[src/include/ssf_pkg.sv]
// ssf_pkg: shared constants, types and carriers of the store, shift and flag execution unit
package ssf_pkg;

  // ==========================================================================
  // register file and pointers
  localparam int unsigned GPR_COUNT = 32;
  localparam logic [4:0] PTR_BASE = 5'h1a;
  localparam logic [4:0] PTR_Z_LO = 5'h1e;
  localparam logic [4:0] R0_IDX = 5'h00;
  localparam logic [4:0] R1_IDX = 5'h01;

  // ==========================================================================
  // status register bit positions
  localparam logic [2:0] FLAG_C = 3'h0;
  localparam logic [2:0] FLAG_Z = 3'h1;
  localparam logic [2:0] FLAG_N = 3'h2;
  localparam logic [2:0] FLAG_V = 3'h3;
  localparam logic [2:0] FLAG_S = 3'h4;
  localparam logic [2:0] FLAG_H = 3'h5;
  localparam logic [2:0] FLAG_T = 3'h6;
  localparam logic [2:0] FLAG_I = 3'h7;

  // ==========================================================================
  // software register offsets and reset values
  localparam logic [7:0] REG_CTRL = 8'h00;
  localparam logic [7:0] REG_STATUS = 8'h01;
  localparam logic [7:0] REG_SP_LO = 8'h02;
  localparam logic [7:0] REG_SP_HI = 8'h03;
  localparam logic [7:0] REG_STAT = 8'h04;
  localparam logic [7:0] REG_GPR_BASE = 8'h20;
  localparam logic CTRL_RESET = 1'b1;
  localparam logic [7:0] STATUS_RESET = 8'h00;
  localparam logic [15:0] SP_RESET = 16'h0000;

  // ==========================================================================
  // types
  typedef enum logic [4:0] {
    OP_NOP, OP_INDIRECT_WRITE, OP_INDIRECT_WRITE_INC, OP_INDIRECT_WRITE_DEC,
    OP_DISPLACED_WRITE, OP_DIRECT_WRITE, OP_PROGRAM_MEMORY_READ, OP_PROGRAM_MEMORY_READ_INC,
    OP_PROGRAM_MEMORY_WRITE, OP_PORT_IN, OP_PORT_OUT, OP_STACK_SAVE, OP_STACK_RESTORE,
    OP_IO_BIT_RAISE, OP_IO_BIT_LOWER, OP_SHIFT_LEFT_LOGICAL, OP_SHIFT_RIGHT_LOGICAL,
    OP_ROTATE_LEFT_CARRY, OP_ROTATE_RIGHT_CARRY, OP_SHIFT_RIGHT_ARITH, OP_FLAG_BIT_ON,
    OP_FLAG_BIT_OFF, OP_BIT_TO_TRANSFER_FLAG, OP_TRANSFER_FLAG_TO_BIT
  } ssf_op_t;

  typedef enum logic [4:0] {
    S_IDLE = 5'h01,
    S_MEM = 5'h02,
    S_PM1 = 5'h04,
    S_PM2 = 5'h08,
    S_PM_WAIT = 5'h10
  } ssf_state_t;

  typedef enum logic [2:0] {
    SH_LEFT_LOGICAL, SH_RIGHT_LOGICAL, SH_ROTATE_LEFT, SH_ROTATE_RIGHT, SH_RIGHT_ARITH
  } ssf_shift_t;

  typedef struct packed {
    ssf_op_t op;
    logic [4:0] rd;
    logic [4:0] rr;
    logic [2:0] bitn;
    logic [1:0] ptr;
    logic [5:0] disp;
    logic [15:0] addr_k;
    logic [5:0] io;
    logic use_r0;
  } ssf_ins_t;

  typedef struct packed {
    logic we;
    logic re;
    logic [15:0] addr;
    logic [7:0] wdata;
  } ssf_dm_req_t;

  typedef struct packed {
    logic re;
    logic we;
    logic [14:0] addr;
    logic [15:0] wdata;
  } ssf_pm_req_t;

  typedef struct packed {
    logic we;
    logic [5:0] addr;
    logic [7:0] wmask;
    logic [7:0] wdata;
  } ssf_io_req_t;

endpackage

[src/verilog/ssf_shift_unit.sv]
// ssf_shift_unit: shift and rotate datapath with its flag results
module ssf_shift_unit import ssf_pkg::*; #(
  parameter int unsigned WIDTH = 8
) (
  input ssf_shift_t kind,
  input logic [WIDTH-1:0] value,
  input logic carry_in,
  output logic [WIDTH-1:0] result,
  output logic carry_out,
  output logic zero,
  output logic negative,
  output logic overflow
);

  // ==========================================================================
  // datapath
  always_comb begin
    result = value;
    carry_out = carry_in;
    case (kind)
      SH_LEFT_LOGICAL: begin
        result = {value[WIDTH-2:0], 1'b0}; // [RULE9]
        carry_out = value[WIDTH-1];
      end
      SH_RIGHT_LOGICAL: begin
        result = {1'b0, value[WIDTH-1:1]}; // [RULE10]
        carry_out = value[0];
      end
      SH_ROTATE_LEFT: begin
        result = {value[WIDTH-2:0], carry_in}; // [RULE11]
        carry_out = value[WIDTH-1];
      end
      SH_ROTATE_RIGHT: begin
        result = {carry_in, value[WIDTH-1:1]}; // [RULE12]
        carry_out = value[0];
      end
      SH_RIGHT_ARITH: begin
        result = {value[WIDTH-1], value[WIDTH-1:1]}; // [RULE13]
        carry_out = value[0];
      end
      default: begin
        result = value;
      end
    endcase
  end

  // ==========================================================================
  // flags
  assign zero = (result == '0);
  assign negative = result[WIDTH-1];
  assign overflow = negative ^ carry_out;

endmodule // ssf_shift_unit

[src/verilog/ssf_exec.sv]
// ssf_exec: execution of stores, program memory access, stack, i/o bit, shift and flag instructions
//
// What this block does
// [RULE1] pre-decrement store: pointer minus one first, then write there; two cycles, flags kept
// [RULE2] post-increment store: write at pointer, then pointer plus one; two cycles, flags kept
// [RULE3] displacement store: write at Y or Z plus q, pointer kept; two cycles
// [RULE4] direct store: write at the immediate address k; two cycles, flags kept
// [RULE5] program memory read: byte at Z into R0 or named register, optional Z+1; three cycles
// [RULE6] stack save and restore: two cycles each, status flags untouched
// [RULE7] i/o bit raise: selected bit of i/o register to one, others kept; two cycles
// [RULE8] i/o bit lower: selected bit of i/o register to zero, others kept; two cycles
// [RULE9] logical left shift: zero into bit 0, updates Z C N V, one cycle
// [RULE10] logical right shift: zero into bit 7, updates Z C N V, one cycle
// [RULE11] rotate left: carry into bit 0, bit 7 into carry, one cycle
// [RULE12] rotate right: carry into bit 7, bit 0 into carry, one cycle
// [RULE13] arithmetic right shift: sign bit kept, updates Z C N V, one cycle
// [RULE14] bit to transfer flag: copy register bit b into T only, one cycle
// [RULE15] transfer flag to bit: copy T into register bit b, flags kept, one cycle
// [RULE16] set and clear overflow flag alone, one cycle
// [RULE17] set and clear signed test flag alone, one cycle
// [RULE18] set half carry flag alone, one cycle
// [RULE19] clear half carry flag alone, one cycle
// [RULE20] program memory write: R1:R0 word to word at Z, lasts until memory is done
// [RULE21] port in and out move one byte in one cycle, flags kept
// [RULE22] carry, negative, zero, transfer and interrupt flags set or cleared alone, one cycle
//
// Chosen here: strobed register access and the address map.
module ssf_exec import ssf_pkg::*; (
  input logic core_clk,
  input logic rstn,
  input logic ce,
  input ssf_ins_t ins,
  input logic ins_valid,
  output logic ins_ready,
  output ssf_dm_req_t dm,
  input logic [7:0] dm_rdata,
  output ssf_pm_req_t pm,
  input logic [15:0] pm_rdata,
  input logic pm_done,
  output ssf_io_req_t io,
  output logic io_re,
  output logic [5:0] io_raddr,
  input logic [7:0] io_rdata,
  input logic [7:0] reg_addr,
  input logic [7:0] reg_wdata,
  input logic reg_wr,
  input logic reg_rd,
  output logic [7:0] reg_rdata
);

  // ==========================================================================
  // state
  logic [7:0] rf_q [GPR_COUNT];
  ssf_state_t state_q, state_d;
  logic [7:0] status_q, status_d;
  logic [15:0] sp_q, sp_d;
  logic run_q;
  ssf_dm_req_t dm_q, dm_d;
  ssf_pm_req_t pm_q, pm_d;
  ssf_io_req_t io_q, io_d;
  ssf_op_t op_q;
  logic [4:0] wb_rd_q;
  logic pm_hi_q;
  logic [7:0] reg_rdata_q;

  logic accept;
  logic [4:0] ptr_lo;
  logic [15:0] ptr_val;
  logic [15:0] z_val;
  logic [7:0] rd_val, rr_val;
  logic rf_we;
  logic [4:0] rf_waddr;
  logic [7:0] rf_wdata;
  logic ptr_we;
  logic [4:0] ptr_widx;
  logic [15:0] ptr_new;
  logic mem_wr;
  logic [15:0] mem_addr;
  logic gpr_sel;
  ssf_shift_t sh_kind;
  logic [7:0] sh_res;
  logic sh_c, sh_z, sh_n, sh_v;

  // ==========================================================================
  // operand fetch
  assign ins_ready = ce & run_q & (state_q == S_IDLE);
  assign accept = ins_valid & ins_ready;
  assign ptr_lo = PTR_BASE + {2'b00, ins.ptr, 1'b0};
  assign ptr_val = {rf_q[ptr_lo + 5'h1], rf_q[ptr_lo]};
  assign z_val = {rf_q[PTR_Z_LO + 5'h1], rf_q[PTR_Z_LO]};
  assign rd_val = rf_q[ins.rd];
  assign rr_val = rf_q[ins.rr];
  assign gpr_sel = (reg_addr[7:5] == REG_GPR_BASE[7:5]);
  assign io_re = accept & (ins.op == OP_PORT_IN); // [RULE21]
  assign io_raddr = ins.io;
  assign dm = dm_q;
  assign pm = pm_q;
  assign io = io_q;
  assign reg_rdata = reg_rdata_q;

  always_comb begin
    case (ins.op)
      OP_SHIFT_RIGHT_LOGICAL: sh_kind = SH_RIGHT_LOGICAL;
      OP_ROTATE_LEFT_CARRY: sh_kind = SH_ROTATE_LEFT;
      OP_ROTATE_RIGHT_CARRY: sh_kind = SH_ROTATE_RIGHT;
      OP_SHIFT_RIGHT_ARITH: sh_kind = SH_RIGHT_ARITH;
      default: sh_kind = SH_LEFT_LOGICAL;
    endcase
  end

  ssf_shift_unit #(.WIDTH(8)) u_shift (
    .kind(sh_kind),
    .value(rd_val),
    .carry_in(status_q[FLAG_C]),
    .result(sh_res),
    .carry_out(sh_c),
    .zero(sh_z),
    .negative(sh_n),
    .overflow(sh_v)
  );

  // ==========================================================================
  // execute
  always_comb begin
    state_d = state_q;
    rf_we = 1'b0;
    rf_waddr = ins.rd;
    rf_wdata = 8'h00;
    ptr_we = 1'b0;
    ptr_widx = ptr_lo;
    ptr_new = ptr_val;
    mem_wr = 1'b0;
    mem_addr = ptr_val;
    status_d = status_q;
    sp_d = sp_q;
    dm_d = dm_q;
    dm_d.we = 1'b0;
    dm_d.re = 1'b0;
    pm_d = pm_q;
    pm_d.re = 1'b0;
    pm_d.we = 1'b0;
    io_d = io_q;
    io_d.we = 1'b0;
    case (state_q)
      S_IDLE: begin
        if (accept) begin
          case (ins.op)
            OP_INDIRECT_WRITE: mem_wr = 1'b1;
            OP_INDIRECT_WRITE_INC: begin
              mem_wr = 1'b1; // [RULE2]
              ptr_we = 1'b1;
              ptr_new = ptr_val + 16'h1;
            end
            OP_INDIRECT_WRITE_DEC: begin
              mem_wr = 1'b1; // [RULE1]
              ptr_we = 1'b1;
              ptr_new = ptr_val - 16'h1;
              mem_addr = ptr_val - 16'h1;
            end
            OP_DISPLACED_WRITE: begin
              mem_wr = 1'b1; // [RULE3]
              mem_addr = ptr_val + {10'h000, ins.disp};
            end
            OP_DIRECT_WRITE: begin
              mem_wr = 1'b1; // [RULE4]
              mem_addr = ins.addr_k;
            end
            OP_STACK_SAVE: begin
              mem_wr = 1'b1; // [RULE6]
              mem_addr = sp_q;
              sp_d = sp_q - 16'h1;
            end
            OP_STACK_RESTORE: begin
              sp_d = sp_q + 16'h1; // [RULE6]
              dm_d.re = 1'b1;
              dm_d.addr = sp_q + 16'h1;
              state_d = S_MEM;
            end
            OP_PROGRAM_MEMORY_READ, OP_PROGRAM_MEMORY_READ_INC: begin
              pm_d.re = 1'b1; // [RULE5]
              pm_d.addr = z_val[15:1];
              state_d = S_PM1;
              ptr_widx = PTR_Z_LO;
              ptr_new = z_val + 16'h1;
              ptr_we = (ins.op == OP_PROGRAM_MEMORY_READ_INC);
            end
            OP_PROGRAM_MEMORY_WRITE: begin
              pm_d.we = 1'b1; // [RULE20]
              pm_d.addr = z_val[15:1];
              pm_d.wdata = {rf_q[R1_IDX], rf_q[R0_IDX]};
              state_d = S_PM_WAIT;
            end
            OP_PORT_IN: begin
              rf_we = 1'b1; // [RULE21]
              rf_wdata = io_rdata;
            end
            OP_PORT_OUT: begin
              io_d.we = 1'b1; // [RULE21]
              io_d.addr = ins.io;
              io_d.wmask = 8'hff;
              io_d.wdata = rr_val;
            end
            OP_IO_BIT_RAISE, OP_IO_BIT_LOWER: begin
              io_d.we = 1'b1;
              io_d.addr = ins.io;
              io_d.wmask = 8'h01 << ins.bitn;
              io_d.wdata = (ins.op == OP_IO_BIT_RAISE) ? (8'h01 << ins.bitn) : 8'h00; // [RULE7] [RULE8]
              state_d = S_MEM;
            end
            OP_SHIFT_LEFT_LOGICAL, OP_SHIFT_RIGHT_LOGICAL, OP_ROTATE_LEFT_CARRY, OP_ROTATE_RIGHT_CARRY,
            OP_SHIFT_RIGHT_ARITH: begin
              rf_we = 1'b1; // [RULE9] [RULE10] [RULE11] [RULE12] [RULE13]
              rf_wdata = sh_res;
              status_d[FLAG_C] = sh_c;
              status_d[FLAG_Z] = sh_z;
              status_d[FLAG_N] = sh_n;
              status_d[FLAG_V] = sh_v;
            end
            OP_FLAG_BIT_ON: status_d[ins.bitn] = 1'b1; // [RULE16] [RULE17] [RULE18] [RULE22]
            OP_FLAG_BIT_OFF: status_d[ins.bitn] = 1'b0; // [RULE16] [RULE17] [RULE19] [RULE22]
            OP_BIT_TO_TRANSFER_FLAG: status_d[FLAG_T] = rr_val[ins.bitn]; // [RULE14]
            OP_TRANSFER_FLAG_TO_BIT: begin
              rf_we = 1'b1; // [RULE15]
              rf_wdata = rd_val;
              rf_wdata[ins.bitn] = status_q[FLAG_T];
            end
            default: begin
              state_d = S_IDLE;
            end
          endcase
          if (mem_wr) begin
            dm_d.we = 1'b1;
            dm_d.addr = mem_addr;
            dm_d.wdata = rr_val;
            state_d = S_MEM;
          end
        end
      end
      S_MEM: begin
        state_d = S_IDLE;
        rf_waddr = wb_rd_q;
        rf_wdata = dm_rdata;
        rf_we = (op_q == OP_STACK_RESTORE); // [RULE6]
      end
      S_PM1: state_d = S_PM2;
      S_PM2: begin
        state_d = S_IDLE; // [RULE5]
        rf_we = 1'b1;
        rf_waddr = wb_rd_q;
        rf_wdata = pm_hi_q ? pm_rdata[15:8] : pm_rdata[7:0];
      end
      S_PM_WAIT: begin
        if (pm_done) begin
          state_d = S_IDLE; // [RULE20]
        end
      end
      default: state_d = S_IDLE;
    endcase
  end

  // ==========================================================================
  // sequencing
  always_ff @(posedge core_clk) begin
    if (!rstn) begin
      state_q <= S_IDLE;
    end else if (ce) begin
      state_q <= state_d;
    end
  end

  always_ff @(posedge core_clk) begin
    if (!rstn) begin
      op_q <= OP_NOP;
      wb_rd_q <= R0_IDX;
      pm_hi_q <= 1'b0;
    end else if (ce && accept) begin
      op_q <= ins.op;
      wb_rd_q <= ins.use_r0 ? R0_IDX : ins.rd; // [RULE5]
      pm_hi_q <= z_val[0];
    end
  end

  // ==========================================================================
  // memory and i/o requests
  always_ff @(posedge core_clk) begin
    if (!rstn) begin
      dm_q <= '0;
      pm_q <= '0;
      io_q <= '0;
    end else if (ce) begin
      dm_q <= dm_d;
      pm_q <= pm_d;
      io_q <= io_d;
    end
  end

  // ==========================================================================
  // general registers
  always_ff @(posedge core_clk) begin
    if (!rstn) begin
      for (int i = 0; i < GPR_COUNT; i++) begin
        rf_q[i] <= 8'h00;
      end
    end else if (ce) begin
      if (reg_wr && gpr_sel) begin
        rf_q[reg_addr[4:0]] <= reg_wdata;
      end
      if (ptr_we) begin
        rf_q[ptr_widx] <= ptr_new[7:0]; // [RULE1] [RULE2]
        rf_q[ptr_widx + 5'h1] <= ptr_new[15:8];
      end
      if (rf_we) begin
        rf_q[rf_waddr] <= rf_wdata;
      end
    end
  end

  // ==========================================================================
  // status register, stack pointer, control
  always_ff @(posedge core_clk) begin
    if (!rstn) begin
      status_q <= STATUS_RESET;
    end else if (ce) begin
      if (accept) begin
        status_q <= status_d;
      end else if (reg_wr && reg_addr == REG_STATUS) begin
        status_q <= reg_wdata;
      end
    end
  end

  always_ff @(posedge core_clk) begin
    if (!rstn) begin
      sp_q <= SP_RESET;
    end else if (ce) begin
      if (accept) begin
        sp_q <= sp_d;
      end else if (reg_wr && reg_addr == REG_SP_LO) begin
        sp_q[7:0] <= reg_wdata;
      end else if (reg_wr && reg_addr == REG_SP_HI) begin
        sp_q[15:8] <= reg_wdata;
      end
    end
  end

  always_ff @(posedge core_clk) begin
    if (!rstn) begin
      run_q <= CTRL_RESET;
    end else if (ce && reg_wr && reg_addr == REG_CTRL) begin
      run_q <= reg_wdata[0];
    end
  end

  // ==========================================================================
  // register read port
  always_ff @(posedge core_clk) begin
    if (!rstn) begin
      reg_rdata_q <= 8'h00;
    end else if (ce) begin
      reg_rdata_q <= 8'h00;
      if (reg_rd) begin
        if (gpr_sel) begin
          reg_rdata_q <= rf_q[reg_addr[4:0]];
        end else begin
          case (reg_addr)
            REG_CTRL: reg_rdata_q <= {7'h00, run_q};
            REG_STATUS: reg_rdata_q <= status_q;
            REG_SP_LO: reg_rdata_q <= sp_q[7:0];
            REG_SP_HI: reg_rdata_q <= sp_q[15:8];
            REG_STAT: reg_rdata_q <= {3'h0, state_q};
            default: reg_rdata_q <= 8'h00;
          endcase
        end
      end
    end
  end
endmodule // ssf_exec

[config.mk]
export PLATFORM = sky130hd
export DESIGN_NAME = ssf_exec
export DESIGN_NICKNAME = d
export VERILOG_FILES = /design/src/include/ssf_pkg.sv /design/src/verilog/ssf_shift_unit.sv /design/src/verilog/ssf_exec.sv
export SDC_FILE = /design/constraint.sdc
export NUM_CORES = 1
export LEC_CHECK = 0
export BUFFER_PORTS_ARGS = -buffer_cell sky130_fd_sc_hd__buf_4
export CORE_MARGIN = 5
export CORE_UTILIZATION = 33
export DETAILED_ROUTE_END_ITERATION = 10
export PLACE_DENSITY = 0.46
export SETUP_SLACK_MARGIN = 0.5
export SYNTH_ARGS = -nofsm -noshare
export SYNTH_HDL_FRONTEND = slang
export SYNTH_SLANG_ARGS = --single-unit
export TNS_END_PERCENT = 100
[constraint.sdc]
create_clock -name core_clk -period 3.6 [get_ports core_clk]
set_input_delay 0.18 -clock core_clk [delete_from_list [all_inputs] [get_ports core_clk]]
set_output_delay 0.18 -clock core_clk [all_outputs]
set_load 0.05 [all_outputs]
==> run metrics, run 1 <==
outcome completed; Overflow after GRT 0; area growth from synthesis to layout 38.2%; boundary pin count 202; area of the core region 90300 µm²; pin count of the biggest net entering global routing between 70 and 80; met2 track utilization from global routing 0.526; setup repair after global routing missed its margin yes; final worst-path setup slack 0.124 ns; Setup CP Type flop to flop; Syn Nets 3110; number of standard cells after synthesis 2994; number of global-route vias before repair ~30000; share of synthesized flip-flops with an asynchronous set or reset 0; slew at the pin closest to its max-slew limit approximately 1.1 ns; maximum resistive drop on vdd 389 µV; number of antenna violations at the first check in global routing 6; fraction of final layout cells sized beyond drive strength 1 0.414; met3 track utilization from global routing 0.0959; post-DR wirelength/cell 37.9 µm; Die X-Extent 312 µm; ratio of routed vias to standard cells 6.58; number of H-tree levels 2; most used flip-flop cell after synthesis edfxtp_1; number of buffer cells added on primary ports around 200; highest achievable clock rate 288 MHz; crit path cell chain mux4_2 -> mux2i_4 -> buf_12 -> buf_4 -> buf_8 -> buf_6 -> ha_4 -> nand4b_4 -> or3_1 -> nand3_2 -> o211ai_1 -> o211ai_4 -> buf_12 -> clkbuf_16 -> mux2i_1; number of buffers inserted during clock tree synthesis 51; leakage dissipation around 0.016 µW; Pwr per Cell Area between 300 and 400 nW/µm²; biggest area contributors in the synthesized netlist edfxtp_1 (26%), mux4_2 (17%), dfxtp_1 (8.7%); EDFF count, synth 256; grt met1 use 0.471; CTS Sinks 387; proportion of synthesized chip area in sequential cells 0.343; setup-violating endpoint count in the final report 0; TritonCTS clock tree built; Post-Route Skew about 0.052 ns; share of Yosys cell area claimed by the top area cell type 0.255; clock latency on the worst-skew pair 0.67 ns; Yosys cell types 114; clock-pin transition on the worst setup and hold timing paths 0.07 ns; arrival time reported for the critical path endpoint 3.85 ns; Synth Warn # 0; worst min path class primary input to flop; Initial DRC Count 4260; DRC Markers 0; half-perimeter wire length after placement 131000 µm; most used cell along the critical path buf_12; Die Footprint 97300 µm²; overall global routing resource usage 0.351; Startpoint Class flop; worst path required time slightly below 4 ns; Max Transition Viols Final 0; cell row count 110; number of hold violations in the final report 0; Total Power 14700 µW; synthesized area 30100 µm²; total wire length after detailed routing between 150000 and 200000 µm; global placement routability congestion 1.03; cell type with the largest total area after synthesis edfxtp_1; Tcrit/Tclk final 0.966; max-cap violation count 0; Crit path max-delay family buffers and inverters; synthesis-stage register bit count 387; cell type of the slowest stage on the worst timing path mux4_2; most frequent standard cell in the layout excluding fill and tap cells buf_4; height of the chip 312 µm; final-stage net count between 3000 and 4000; busiest layer in global routing met2; first-pass GRT wire length 243000 µm; Synth Area per Inst 10.1 µm²; detailed-router iteration count before antenna repair 8; initial core utilization 0.333; count of vias placed by the detailed router around 31000; post-place setup slack -0.128 ns; root buffer selected by CTS clkbuf_16; Critical Path Max Stage Delay 0.52 ns; Worst Setup End Kind flop; maximum net fanout on the critical path 6; crit path buf inv count 6; commonest cells after routing, fill and taps aside buf_4 (637), nand2_1 (395), edfxtp_1 (256), mux4_2 (228), mux2i_1 (202); max_slew headroom 0.275; number of buffers on the longest clock path 3; post-route minimum period 3.48 ns; antenna viol nets, final 0
stage by stage:
| step | hold slack [ns] | TNS (ns) | cells | util | area [µm²] |
|---|---|---|---|---|---|
| finish | 0.0520 | 0 | 4783 | 0.461 | 41600 |
| global route | 0.0580 | 0 | 4781 | 0.461 | 41600 |
| CTS | 0.0228 | 0 | 4730 | 0.442 | 39900 |
| detailed placement | 0.460 | -2.40 | 4514 | 0.395 | 35600 |
| global placement | 0.452 | -0.875 | 4514 | 0.395 | 35600 |
| floorplan | 0.349 | 0 | 2994 | - | 30200 |
worst paths after layout:
path                                 start          end  slack [ns]  cells after the start
worst min-delay path               ins[32]  status_q[6]        0.05                      6
worst max-delay path            rf_q[2][0]  rf_q[12][6]        0.12                     15
worst min register to register      pm[18]       pm[18]        0.47                      2
worst max register to register  rf_q[2][0]  rf_q[12][6]        0.12                     15
cells in the mapped netlist, types with 26 or more instances:
cell type	instances
a21boi_0	51
a21oi_1	122
a22oi_1	98
a31oi_1	26
and2_1	33
buf_1	27
buf_2	48
clkbuf_1	164
dfxtp_1	131
edfxtp_1	256
inv_1	31
mux2i_1	206
mux4_2	228
nand2_1	410
nand2b_1	32
nand3_1	175
nor2_1	146
nor2b_1	38
nor3_1	35
o21ai_0	175
xnor2_1	30
flip-flops by register name (all words and copies together), names as in the netlist, named ones only:
name and cells:
status_q 5, pm_hi_q 1, op_q 5, reg_rdata 8, dm 26, sp_q 16, io 23, wb_rd_q 5
pm 33, rf_q 256, run_q 1, state_q 5
kinds of logic (layout without fill, tap and decap cells):
family | Yosys count | count (layout) | synth area share
AOI/OAI and AO/OA | 736 | 736 | 0.168
xor gates and xnor gates | 44 | 44 | 0.0128
adders and majority gates | 12 | 12 | 0.00524
buffers and inverters | 307 | 918 | 0.0456
DFF | 387 | 387 | 0.343
muxes | 468 | 468 | 0.254
other | 0 | 2 | 0
and+or+nand+nor | 1040 | 1040 | 0.171
layout make-up:
| cell class | count | area [µm²] |
|---|---|---|
| Timing Repair Buffer | 790 | 7310 |
| Fill cell | 8417 | 48700 |
| Tap cell | 1176 | 1470 |
| Antenna cell | 2 | 5.00 |
| Inverter | 36 | 140 |
| Multi-Input combinational cell | 2300 | 20600 |
| Clock inverter | 25 | 355 |
| Sequential cell | 387 | 10300 |
| Clock buffer | 67 | 1400 |
tightest hold or removal path: cells and delay by family:
family,cells,cell delay (ns)
AO/OA/AOI/OAI,3,0.19
AND/OR/NAND/NOR,2,0.14
buffers and inverters,1,0.14
what timing repair did:
action / CTS / global route
hold buffers: 26 / 0
buffers inserted: 88 / 40
hold endpoints to repair: 39 / 0
gates resized for setup: 280 / 255
setup endpoints to repair: 445 / 431
pin swaps: 120 / 119
gates cloned: 10 / 11
metal layers:
| layer | up-vias | routed length [µm] |
|---|---|---|
| met4 | 2 | 11400 |
| li1 | 12800 | - |
| met3 | 497 | 22200 |
| met2 | 2335 | 77200 |
| met1 | 15800 | 70400 |
| met5 | - | 7 |
report_power, final:
part           internal, µW  switching (µW)  leakage, µW
registers              4870             225      0.00366
clock network          3240            2230     0.000834
logic                  1700            2390       0.0110
(Power assumes the default switching activity.)
==> run 2: changes to the inputs <==
--- a/config.mk
+++ b/config.mk
@@ -10,5 +10,5 @@
 export CORE_UTILIZATION = 33
 export DETAILED_ROUTE_END_ITERATION = 10
-export PLACE_DENSITY = 0.46
+export PLACE_DENSITY = 0.45
 export SETUP_SLACK_MARGIN = 0.5
 export SYNTH_ARGS = -nofsm -noshare
==> constraint.sdc (replaced) <==
create_clock -name core_clk -period 3.3 [get_ports core_clk]
set_input_delay 0.165 -clock core_clk [delete_from_list [all_inputs] [get_ports core_clk]]
set_output_delay 0.165 -clock core_clk [all_outputs]
set_load 0.02 [all_outputs]
==> run 2 against run 1 <==
  * The flow now finishes with violations (setup timing)
  * Hold slack lost 0.035 ns
  * Design area rose by 4.7%
  * Setup slack worse by 0.36 ns
  * Critical endpoint is now rf_q[18][0]
  * Largest cell class unchanged
==> run metrics, run 2 (same netlist as run 1, synthesis figures left out) <==
Worst Setup End Kind flop; DRC Markers 0 (unchanged); TritonCTS clock tree built; Tcrit/Tclk final 1.07 (+0.107); number of antenna violations at the first check in global routing 9 (+3); boundary pin count 202 (unchanged); filler instances 8419 (+0.024%); number of cells in the design after placement 4651 (+3.0%); worst min path class primary input to flop; setup repair after global routing missed its margin yes; overall global routing resource usage 0.355 (+0.00400); ratio of routed vias to standard cells 6.48 (-1.4%); root buffer selected by CTS clkbuf_16; number of cells on the worst hold path 5 (-1); count of vias placed by the detailed router 31900 (+1.4%); Initial DRC Count 4535 (+6.5%); Post-Route Skew 0.0299 ns (-0.0217 ns); setup-violating endpoint count in the final report 177 (+177); Die X-Extent 312 µm (unchanged); detailed-router iteration count before antenna repair 6 (-2); max_slew headroom 0.372 (+0.0966); commonest cells after routing, fill and taps aside buf_4 (698), nand2_1 (370), edfxtp_1 (256), mux4_2 (228), mux2i_1 (200); number of buffers inserted during clock tree synthesis 51 (unchanged); highest achievable clock rate 282 MHz (-1.8%); final-stage net count 3817 (+3.7%); outcome finished, violations left; clock-pin transition on the worst setup and hold timing paths 0.06 ns (about the same); final instance count without filler cells 4921 (+2.9%); leakage dissipation 0.0165 µW (+6.2%); Max Transition Viols Final 0 (unchanged); height of the chip 312 µm (unchanged); Die Footprint 97300 µm² (unchanged); Setup CP Type flop to flop; number of global-route vias before repair 30100 (+1.8%); depth of the worst register-to-register path 13 (-2); fraction of final layout cells sized beyond drive strength 1 0.453 (+0.0395); CTS Sinks 387 (unchanged); register-to-register path setup slack -0.24 ns (-0.36 ns); total wire length after detailed routing 183000 µm (+1.0%); Startpoint Class flop; number of H-tree levels 2 (unchanged); number of buffers on the longest clock path 3 (unchanged); post-DR wirelength/cell 37.2 µm (-1.8%); arrival time reported for the critical path endpoint 3.91 ns (+0.06 ns); global placement routability congestion 1.06 (+2.3%); first-pass GRT wire length 246000 µm (+1.0%); post-place setup slack -0.484 ns (-0.356 ns); slew at the pin closest to its max-slew limit 0.935 ns (-0.141 ns); Overflow after GRT 0 (unchanged); antenna viol nets, final 0 (unchanged); maximum resistive drop on vdd 377 µV (-3.1%); pin count of the biggest net entering global routing 150 (+100%); area growth from synthesis to layout 44.7%; number of buffer cells added on primary ports 201 (unchanged); cell row count 110 (unchanged); number of hold violations in the final report 0 (unchanged); number of flip-flops under the largest register name 256 (unchanged); post-route minimum period 3.54 ns (+0.0648 ns); max-cap violation count 0 (unchanged); area of the core region 90300 µm² (unchanged); initial core utilization 0.333 (unchanged); Total Power 15900 µW (+8.8%); most frequent standard cell in the layout excluding fill and tap cells buf_4; half-perimeter wire length after placement 137000 µm (+5.2%); final worst-path setup slack -0.241 ns (-0.365 ns); violated checks setup timing; register ranked first by flip-flop count rf_q; clock latency on the worst-skew pair 0.65 ns (-0.02 ns); Pwr per Cell Area 366 nW/µm² (+3.9%); maximum net fanout on the critical path 7 (+1); worst path required time 3.67 ns (-0.31 ns)
-- run 2: final timing paths --
check,startpoint,endpoint
worst min-delay path,ins[9],dm[10]
worst max register to register,rf_q[4][0],rf_q[18][0]
worst max-delay path,rf_q[4][0],rf_q[18][0]
worst min register to register,pm[21],pm[21]
-- run 2: area by class of cell --
class | instances | area (µm²) | share of cell area
Sequential cell | 387 | 10300 | 0.237
Multi-Input combinational cell | 2301 | 21200 | 0.486
Antenna cell | 4 | 10.0 | 0.000230
Timing Repair Buffer | 924 | 8690 | 0.200
Tap cell | 1176 | 1470 | 0.0338
Inverter | 36 | 150 | 0.00345
Clock inverter | 27 | 272 | 0.00624
Clock buffer | 66 | 1450 | 0.0332
-- run 2: timing repair --
action	in CTS	in global routing
pin swaps	100	143
hold buffers	26	0
endpoints found under the hold margin	28	0
setup buffers	59	72
gates cloned	8	8
setup endpoints to repair	537	547
gates resized for setup	327	319
-- run 2: metal layers --
metal	vias up	GRT usage	share of wire
met1	16100	0.463	0.38
met5	-	0	0.00032
li1	13100	-	-
met2	2188	0.557	0.44
met3	518	0.0877	0.11
met4	8	0.170	0.067
-- run 2: stage by stage --
step                setup TNS [ns]  utilization  cell area (µm²)  hold slack [ns]
finish                      -19.40        0.482            43500           0.0168
global route                -21.00        0.482            43500           0.0343
CTS                        -0.0406        0.456            41200          0.00612
detailed placement          -44.11        0.412            37200            0.449
global placement            -44.30        0.412            37200            0.438
floorplan                        0            -            30700            0.334
-- run 2: report_power, final --
part / internal (µW) / switching, µW
clock network: 3410 / 2430
logic: 1970 / 2620
registers: 5310 / 207
total: 10700 / 5260
-- run 2: critical path: stages, from the launching register on --
cell	delay (ns)
edfxtp_1	0.55
buf_4	0.21
buf_6	0.11
buf_6	0.11
mux4_2	0.46
a22o_1	0.27
a21oi_2	0.22
buf_4	0.19
nand2_4	0.07
o211ai_1	0.24
nand3_2	0.20
nand3_4	0.30
buf_12	0.23
mux2i_1	0.11
